[src/rtl/out_cfg_pkg.sv]
package out_cfg_pkg;
   localparam logic [9:0] OFS_DEVICE_INDEX = 10'h005;
   localparam logic [9:0] OFS_CLOCK_DIVIDER = 10'h00B;
   localparam logic [9:0] OFS_OUTPUT_MODE = 10'h014;
   localparam logic [9:0] OFS_OUTPUT_ADJUST = 10'h015;
   localparam logic [9:0] OFS_OUTPUT_PHASE = 10'h016;
   localparam logic [9:0] OFS_TRANSFER = 10'h0FF;
   localparam logic [9:0] OFS_RATE_OVERRIDE = 10'h100;
   localparam logic [9:0] OFS_USER_IO_TWO = 10'h101;
   localparam logic [9:0] OFS_USER_IO_THREE = 10'h102;
   localparam logic [7:0] MASK_DEVICE_INDEX = 8'h03;
   localparam logic [7:0] MASK_CLOCK_DIVIDER = 8'h07;
   localparam logic [7:0] MASK_OUTPUT_MODE = 8'h45;
   localparam logic [7:0] MASK_OUTPUT_ADJUST = 8'h31;
   localparam logic [7:0] MASK_OUTPUT_PHASE = 8'h7F;
   localparam logic [7:0] MASK_RATE_OVERRIDE = 8'h77;
   localparam logic [7:0] MASK_USER_IO_TWO = 8'h01;
   localparam logic [7:0] MASK_USER_IO_THREE = 8'h08;
   localparam logic [7:0] RST_DEVICE_INDEX = 8'h03;
   localparam logic [7:0] RST_CLOCK_DIVIDER = 8'h00;
   localparam logic [7:0] RST_OUTPUT_MODE = 8'h01;
   localparam logic [7:0] RST_OUTPUT_ADJUST = 8'h00;
   localparam logic [7:0] RST_OUTPUT_PHASE = 8'h03;
   localparam logic [7:0] RST_RATE_OVERRIDE = 8'h00;
   localparam logic [7:0] RST_USER_IO_TWO = 8'h00;
   localparam logic [7:0] RST_USER_IO_THREE = 8'h00;
   localparam int BIT_REDUCED_SWING = 6;
   localparam int BIT_INVERT = 2;
   localparam int BIT_TWOS_COMP = 0;
   localparam int TERM_HI = 5;
   localparam int TERM_LO = 4;
   localparam int BIT_DOUBLE_DRIVE = 0;
   localparam int SAMPLE_PHASE_HI = 6;
   localparam int SAMPLE_PHASE_LO = 4;
   localparam int CLOCK_PHASE_HI = 3;
   localparam int CLOCK_PHASE_LO = 0;
   localparam int RATE_CAP_HI = 2;
   localparam int RATE_CAP_LO = 0;
   localparam int BIT_TRANSFER = 0;
   localparam int BIT_PULLDOWN_OFF = 0;
   localparam int BIT_CM_POWER_DOWN = 3;
   localparam int DIVIDE_HI = 2;
   localparam int DIVIDE_LO = 0;
   localparam logic [3:0] CLOCK_PHASE_MAX = 4'hB;
   localparam logic [7:0] STEP_DEGREES = 8'h3C;
   localparam int CHANNELS = 2;
endpackage

[src/rtl/lane_format_if.sv]
interface lane_format_if;
   logic [11:0] sample;
   logic invert;
   logic twos_comp;
   logic [11:0] coded;
   modport ctrl(output sample, output invert, output twos_comp, input coded);
   modport fmt(input sample, input invert, input twos_comp, output coded);
endinterface

[src/rtl/lane_format.sv]
module lane_format
(
   lane_format_if.fmt port_f
);
   logic [11:0] binary;
   always_comb
   begin
      // Offset binary flips the sign bit
      binary = port_f.sample;
      if (!port_f.twos_comp)
      begin
         binary[11] = ~port_f.sample[11];
      end
      port_f.coded = port_f.invert ? ~binary : binary;
   end
endmodule

[src/rtl/out_cfg_regs.sv]
// What this block does
// - Mode bit 6 set selects the reduced-swing driver, clear the standard.
// - Driver current follows the swing option, termination stays separate.
// - Mode bit 2 set inverts every serialized output bit.
// - Mode bit 0 resets to one for two's complement, zero gives offset.
// - Adjust bits 5 to 4 pick the internal termination resistor.
// - Adjust bit 0 doubles frame and bit clock drive for indexed channels.
// - A termination selection overrides double clock drive.
// - With the divider active, phase bits 6 to 4 delay sampling 0 to 7.
// - Phase bits 3 to 0 shift the bit clock in 60 degree steps, reset 180.
// - Override writes stay pending until transfer bit 0 is written one.
// - Override bits 2 to 0 cap the rate capability, never the real rate.
// - User control 2 bit 0 set disconnects the data pin pull-down.
// - User control 3 bit 3 set powers down the common mode generator.
// - All other writes apply at once, only the override waits.
// - Per-channel settings go to channels chosen by index bits 1 to 0.
module out_cfg_regs
(
   input wire logic ref_clk,
   input wire logic rst_b,
   input wire logic wr_en,
   input wire logic rd_en,
   input wire logic [9:0] addr,
   input wire logic [7:0] wr_data,
   output logic [7:0] rd_data,
   input wire logic [11:0] sample_in,
   output logic [11:0] lane_data,
   output logic reduced_swing,
   output logic [1:0] drive_current_sel,
   output logic [1:0] termination_sel,
   output logic [1:0] word_framing_clock_out_double,
   output logic [1:0] bit_clock_out_double,
   output logic [2:0] sample_delay_cycles,
   output logic [9:0] bit_clock_out_phase_deg,
   output logic [1:0] active_resolution,
   output logic active_override_en,
   output logic [2:0] max_rate_cap,
   output logic sdio_pulldown_on,
   output logic common_mode_reference_pd
);
   logic [7:0] index_reg, index_next;
   logic [7:0] divider_reg, divider_next;
   logic [7:0] mode_reg, mode_next;
   logic [7:0] adjust_reg, adjust_next;
   logic [7:0] phase_reg, phase_next;
   logic [7:0] pend_reg, pend_next;
   logic [7:0] live_reg, live_next;
   logic [7:0] io_two_reg, io_two_next;
   logic [7:0] io_three_reg, io_three_next;
   logic [7:0] rd_reg, rd_next;
   logic [11:0] lane_reg, lane_next;
   logic [2:0] delay_reg, delay_next;
   logic [9:0] deg_reg, deg_next;
   logic [3:0] cphase;
   logic [7:0] wmask;

   lane_format_if fmt_bus ();
   lane_format fmt_u (.port_f(fmt_bus));

   assign wmask = wr_data;

   always_comb
   begin
      index_next = index_reg;
      divider_next = divider_reg;
      mode_next = mode_reg;
      adjust_next = adjust_reg;
      phase_next = phase_reg;
      pend_next = pend_reg;
      live_next = live_reg;
      io_two_next = io_two_reg;
      io_three_next = io_three_reg;
      if (wr_en)
      begin
         unique case (addr)
            out_cfg_pkg::OFS_DEVICE_INDEX:
            begin
               index_next = wmask & out_cfg_pkg::MASK_DEVICE_INDEX;
            end
            out_cfg_pkg::OFS_CLOCK_DIVIDER:
            begin
               divider_next = wmask & out_cfg_pkg::MASK_CLOCK_DIVIDER;
            end
            out_cfg_pkg::OFS_OUTPUT_MODE:
            begin
               mode_next = wmask & out_cfg_pkg::MASK_OUTPUT_MODE;
            end
            out_cfg_pkg::OFS_OUTPUT_ADJUST:
            begin
               adjust_next = wmask & out_cfg_pkg::MASK_OUTPUT_ADJUST;
            end
            out_cfg_pkg::OFS_OUTPUT_PHASE:
            begin
               phase_next = wmask & out_cfg_pkg::MASK_OUTPUT_PHASE;
            end
            out_cfg_pkg::OFS_TRANSFER:
            begin
               if (wmask[out_cfg_pkg::BIT_TRANSFER])
               begin
                  live_next = pend_reg;
               end
            end
            out_cfg_pkg::OFS_RATE_OVERRIDE:
            begin
               pend_next = wmask & out_cfg_pkg::MASK_RATE_OVERRIDE;
            end
            out_cfg_pkg::OFS_USER_IO_TWO:
            begin
               io_two_next = wmask & out_cfg_pkg::MASK_USER_IO_TWO;
            end
            out_cfg_pkg::OFS_USER_IO_THREE:
            begin
               io_three_next = wmask & out_cfg_pkg::MASK_USER_IO_THREE;
            end
            default:
            begin
            end
         endcase
      end
   end

   always_comb
   begin
      rd_next = rd_reg;
      if (rd_en)
      begin
         unique case (addr)
            out_cfg_pkg::OFS_DEVICE_INDEX: rd_next = index_reg;
            out_cfg_pkg::OFS_CLOCK_DIVIDER: rd_next = divider_reg;
            out_cfg_pkg::OFS_OUTPUT_MODE: rd_next = mode_reg;
            out_cfg_pkg::OFS_OUTPUT_ADJUST:
            begin
               rd_next = adjust_reg;
            end
            out_cfg_pkg::OFS_OUTPUT_PHASE: rd_next = phase_reg;
            out_cfg_pkg::OFS_RATE_OVERRIDE: rd_next = pend_reg;
            out_cfg_pkg::OFS_USER_IO_TWO: rd_next = io_two_reg;
            out_cfg_pkg::OFS_USER_IO_THREE: rd_next = io_three_reg;
            default: rd_next = 8'h00;
         endcase
      end
   end

   always_comb
   begin
      // Sampling phase only when divider is in use
      if (divider_reg[out_cfg_pkg::DIVIDE_HI:out_cfg_pkg::DIVIDE_LO] != 3'h0)
      begin
         delay_next = phase_reg[out_cfg_pkg::SAMPLE_PHASE_HI:
                                out_cfg_pkg::SAMPLE_PHASE_LO];
      end
      else
      begin
         delay_next = 3'h0;
      end
      cphase = phase_reg[out_cfg_pkg::CLOCK_PHASE_HI:
                         out_cfg_pkg::CLOCK_PHASE_LO];
      if (cphase > out_cfg_pkg::CLOCK_PHASE_MAX)
      begin
         deg_next = deg_reg;
      end
      else
      begin
         deg_next = 10'(cphase) *
            10'(out_cfg_pkg::STEP_DEGREES);
      end
   end

   assign fmt_bus.sample = sample_in;
   assign fmt_bus.invert = mode_reg[out_cfg_pkg::BIT_INVERT];
   assign fmt_bus.twos_comp = mode_reg[out_cfg_pkg::BIT_TWOS_COMP];
   assign lane_next = fmt_bus.coded;

   always_ff @(posedge ref_clk)
   begin
      if (!rst_b)
      begin
         index_reg <= out_cfg_pkg::RST_DEVICE_INDEX;
         divider_reg <= out_cfg_pkg::RST_CLOCK_DIVIDER;
         mode_reg <= out_cfg_pkg::RST_OUTPUT_MODE;
         adjust_reg <= out_cfg_pkg::RST_OUTPUT_ADJUST;
         phase_reg <= out_cfg_pkg::RST_OUTPUT_PHASE;
         pend_reg <= out_cfg_pkg::RST_RATE_OVERRIDE;
         live_reg <= out_cfg_pkg::RST_RATE_OVERRIDE;
         io_two_reg <= out_cfg_pkg::RST_USER_IO_TWO;
         io_three_reg <= out_cfg_pkg::RST_USER_IO_THREE;
      end
      else
      begin
         index_reg <= index_next;
         divider_reg <= divider_next;
         mode_reg <= mode_next;
         adjust_reg <= adjust_next;
         phase_reg <= phase_next;
         pend_reg <= pend_next;
         live_reg <= live_next;
         io_two_reg <= io_two_next;
         io_three_reg <= io_three_next;
      end
   end

   // Read data holds until the next read
   always_ff @(posedge ref_clk)
   begin
      if (!rst_b)
      begin
         rd_reg <= 8'h00;
      end
      else
      begin
         rd_reg <= rd_next;
      end
   end

   // Formatted lane word
   always_ff @(posedge ref_clk)
   begin
      if (!rst_b)
      begin
         lane_reg <= 12'h000;
      end
      else
      begin
         lane_reg <= lane_next;
      end
   end

   // Derived sampling delay and clock phase
   always_ff @(posedge ref_clk)
   begin
      if (!rst_b)
      begin
         delay_reg <= 3'h0;
         deg_reg <= 10'h0B4;
      end
      else
      begin
         delay_reg <= delay_next;
         deg_reg <= deg_next;
      end
   end

   assign rd_data = rd_reg;
   assign lane_data = lane_reg;
   assign reduced_swing = mode_reg[out_cfg_pkg::BIT_REDUCED_SWING];
   // Current tracks swing; termination independent
   assign drive_current_sel =
      {1'b0, mode_reg[out_cfg_pkg::BIT_REDUCED_SWING]};
   assign termination_sel =
      adjust_reg[out_cfg_pkg::TERM_HI:out_cfg_pkg::TERM_LO];
   // Clock drive per channel; termination wins
   for (genvar c = 0; c < out_cfg_pkg::CHANNELS; c++)
   begin : chan
      logic dbl_reg, dbl_next, dbl_out;
      always_comb
      begin
         dbl_next = dbl_reg;
         if (wr_en && addr == out_cfg_pkg::OFS_OUTPUT_ADJUST && index_reg[c])
         begin
            dbl_next = wr_data[out_cfg_pkg::BIT_DOUBLE_DRIVE];
         end
      end
      always_ff @(posedge ref_clk)
      begin
         if (!rst_b)
         begin
            dbl_reg <= 1'b0;
         end
         else
         begin
            dbl_reg <= dbl_next;
         end
      end
      always_comb
      begin
         if (termination_sel != 2'h0)
         begin
            dbl_out = 1'b0;
         end
         else
         begin
            dbl_out = dbl_reg;
         end
      end
      assign bit_clock_out_double[c] = dbl_out;
      assign word_framing_clock_out_double[c] = dbl_out;
   end
   assign sample_delay_cycles = delay_reg;
   assign bit_clock_out_phase_deg = deg_reg;
   assign active_resolution = live_reg[5:4];
   assign active_override_en = live_reg[6];
   // Capability cap only, not the sampling clock
   assign max_rate_cap =
      live_reg[out_cfg_pkg::RATE_CAP_HI:out_cfg_pkg::RATE_CAP_LO];
   assign sdio_pulldown_on =
      ~io_two_reg[out_cfg_pkg::BIT_PULLDOWN_OFF];
   assign common_mode_reference_pd =
      io_three_reg[out_cfg_pkg::BIT_CM_POWER_DOWN];
endmodule

[config.mk]
export PLATFORM = sky130hd
export DESIGN_NAME = out_cfg_regs
export DESIGN_NICKNAME = d
export VERILOG_FILES = /design/src/rtl/out_cfg_pkg.sv /design/src/rtl/lane_format_if.sv /design/src/rtl/lane_format.sv /design/src/rtl/out_cfg_regs.sv
export SDC_FILE = /design/constraint.sdc
export NUM_CORES = 1
export LEC_CHECK = 0
export ABC_AREA = 1
export BUFFER_PORTS_ARGS = -buffer_cell sky130_fd_sc_hd__buf_4
export CAP_MARGIN = 10
export CORE_MARGIN = 2
export CORE_UTILIZATION = 50
export DETAILED_ROUTE_END_ITERATION = 8
export MAX_ROUTING_LAYER = met4
export PLACE_DENSITY = 0.87
export SLEW_MARGIN = 0
export SYNTH_ARGS = -nofsm -noshare
export SYNTH_HDL_FRONTEND = slang
export SYNTH_SLANG_ARGS = --single-unit
[constraint.sdc]
create_clock -name ref_clk -period 2.85 [get_ports ref_clk]
set_clock_uncertainty 0.05 [all_clocks]
set_input_delay 0.285 -clock ref_clk [delete_from_list [all_inputs] [get_ports ref_clk]]
set_output_delay 0.285 -clock ref_clk [all_outputs]
set_load 0.05 [all_outputs]
==> qor.txt <==
GR Overflow Total: 0
Post-CTS setup buffer count: 0
Crit-path max cell delay: 0.59 ns
Final Hold Viols: 0
Worst setup SP type: flop
Iteration-0 DRC Markers: 187
Antenna cells: 0
Fin crit period: 2.73 ns
TritonCTS Buffers: 9
Vias in the first global route: 2778
Pins Over Slew Limit: 0
Chip Height: 83.2 µm
CP Capture Point: bit_clock_out_phase_deg[8]
Die area: 6930 µm²
RSZ-0062 raised after global routing: no
Static leakage: 1.79 nW
NumNets Final: 525
CTS clk-pin slew, worst paths: 0.08 ns
Syn-to-layout area delta: 25.9%
Starting Density: 52.4%
Mean Syn Cell Area: 7.75 µm²
Part of the cycle the worst path needs: 95.6%
Hold buffers post-CTS: 0
Worst-Margin Slew: 0.931 ns
Number of max-cap violations: 0
Power per cell area: 523 nW/µm²
Initial antenna violation count: 0
Die X-Extent: 83.2 µm
Critical path, cell by cell: fa_1 -> fa_1 -> inv_1 -> fa_1 -> o21ai_0 -> nor2_1 -> o221ai_1 -> inv_1
ANT nets after route: 0
Top cell type's share of synthesized area: 40.8%
Status: completed
Largest net degree at the start of global routing: 35
RePlAce Congestion: 0.931
FMAX: 0.367 GHz
# fillers: 512
Most common cell in the synthesized netlist: nor2_1
Largest area contributor in the netlist: dfxtp_1
Clock root buffer: clkbuf_8
Clk sinks: 64
Mapped Cells: 405
Hpwl dp: 5750 µm
PortBufs: 78
CP Data Arrival Time: 2.92 ns
Ys Warns: 0
CP Data Required Time: 3.05 ns
Final-report setup violation count: 0
Number of flip-flops in the largest register: 12
Most frequent cells after synthesis: nor2_1 (65), dfxtp_1 (64), nand2_1 (54), inv_1 (41), o21ai_0 (30)
Register area share after synthesis: 40.8%
IR drop worst, VDD: 381 µV
Critical path type: flop to flop
Sum Neg Setup Slack: 0 ns
Ys async rst share: 0%
Slowest CP cell: fa_1
First-pass GRT wire length: 12900 µm
Post-CTS Resized: 0
Share of cells above drive strength 1: 25.0%
CTS tree: yes
Power after layout: 2.07 mW
Tot GR Track Use: 23.8%
Top_reg_cell synth: dfxtp_1
Reg2Reg Depth: 8
# DRC: 0
Hold Crit Class: input pin to flop
Clock Path Buffers: 2
Post-synthesis sequential element count: 64
H-tree depth: 3
Crit-path max FO: 4
Crit path from: phase_reg[2]
Worst flop-to-flop path startpoint: phase_reg[2]
Reg2reg end: bit_clock_out_phase_deg[8]
Routed WL: 7720 µm
Synth top area cells: dfxtp_1 (41%), nor2_1 (7.8%), nand2_1 (6.5%)
FP Rows: 28
Synth cell types: 38
Ports: 84
Post-synth EDFFs: 0
Mapped cell area: 3140 µm²
TritonRoute pass-1 iters: 4
Internal reg-to-reg setup slack: 0.12 ns
Crit-path most repeated cell: fa_1
Worst skew pair latency: 0.35 ns
WL/cell: 13.9 µm
Core ar.: 5990 µm²
DR vias: 2860
Crit. End Element: flop
Slew margin rel.: 37.9%
Vias per cell: 5.15
Hold Startpoint: sample_in[5]
## per-layer routing
| metal | vias to the layer above | global-route usage, % | wire length [µm] |
|---|---|---|---|
| met5 | - | - | 0 |
| met4 | 0 | 9.24 | 79 |
| met3 | 9 | 4.77 | 453 |
| met2 | 86 | 40.1 | 3970 |
| met1 | 1330 | 28.1 | 3220 |
| li1 | 1435 | - | - |
## cells in the final DEF, fill, tap and decap left out, types with 2 or more instances in the layout
| master | instances |
|---|---|
| a211oi_1 | 6 |
| a21oi_1 | 28 |
| buf_4 | 79 |
| bufinv_16 | 3 |
| clkbuf_8 | 10 |
| conb_1 | 4 |
| dfxtp_1 | 64 |
| fa_1 | 5 |
| ha_1 | 11 |
| inv_1 | 41 |
| inv_2 | 4 |
| nand2_1 | 54 |
| nand2_2 | 4 |
| nand3_1 | 19 |
| nand3_2 | 2 |
| nand4_1 | 4 |
| nor2_1 | 65 |
| nor2_2 | 4 |
| nor2_4 | 2 |
| nor3_1 | 5 |
| o211ai_1 | 6 |
| o211ai_2 | 2 |
| o21ai_0 | 30 |
| or2_2 | 2 |
| xnor2_1 | 12 |
## critical path, delay by kind of cell (launching register included)
family	cells	cell delay, ns
adder cells (fa/ha/maj)	3	1.54
AO/OA/AOI/OAI	2	0.41
buffers and inverters	2	0.13
flip-flops	1	0.42
AND/OR/NAND/NOR	1	0.07
## metrics by stage
step | area, µm² | utilization (%) | std cells | hold slack [ns] | setup slack [ns]
3_3_place_gp | 3700 | 61.8 | 539 | 0.388 | 0.259
2_1_floorplan | 3150 | - | 408 | 0.372 | 0.276
5_1_grt | 3950 | 66.0 | 555 | 0.120 | 0.00855
3_5_place_dp | 3700 | 61.8 | 539 | 0.393 | 0.178
6_report | 3950 | 66.0 | 555 | 0.108 | 0.125
4_1_cts | 3950 | 66.0 | 555 | 0.0967 | 0.136
## worst min-delay path by stage
| stage | endpoint | cells after the start |
|---|---|---|
| final | lane_data[5] | 3 |
| after global routing | lane_data[5] | 3 |
| after CTS | lane_data[5] | 3 |
| after detailed placement | adjust_reg[0] | 2 |
| after global placement | adjust_reg[0] | 2 |
| after floorplan | lane_data[0] | 2 |
## kinds of logic (layout without fill, tap and decap cells)
group / Yosys count / count (layout) / synth area share (%)
buf+inv: 69 / 141 / 9.84
xor+xnor: 13 / 13 / 3.63
other cells: 1 / 4 / 0.119
flops: 64 / 64 / 40.8
compound gates: 77 / 77 / 14.2
simple gates: 165 / 165 / 23.8
fa+ha+maj: 16 / 16 / 7.57
## power breakdown
part	switching, mW	total [mW]	leakage [nW]	internal, mW
combinational	0.118	0.178	1.15	0.0600
clock	0.375	0.984	0.123	0.609
sequential	0.00264	0.906	0.519	0.903
total	0.496	2.07	1.79	1.57
## cell type report
type,count,area (µm²),area share (%)
clock buffers,10,138,3.48
clock inverters,6,115,2.91
inverters,46,173,4.37
multi-input cells,275,1560,39.5
flip-flops and latches,64,1280,32.4
well taps,75,93.8,2.37
repair buffers,79,593,15.0
(Power assumes the default switching activity.)
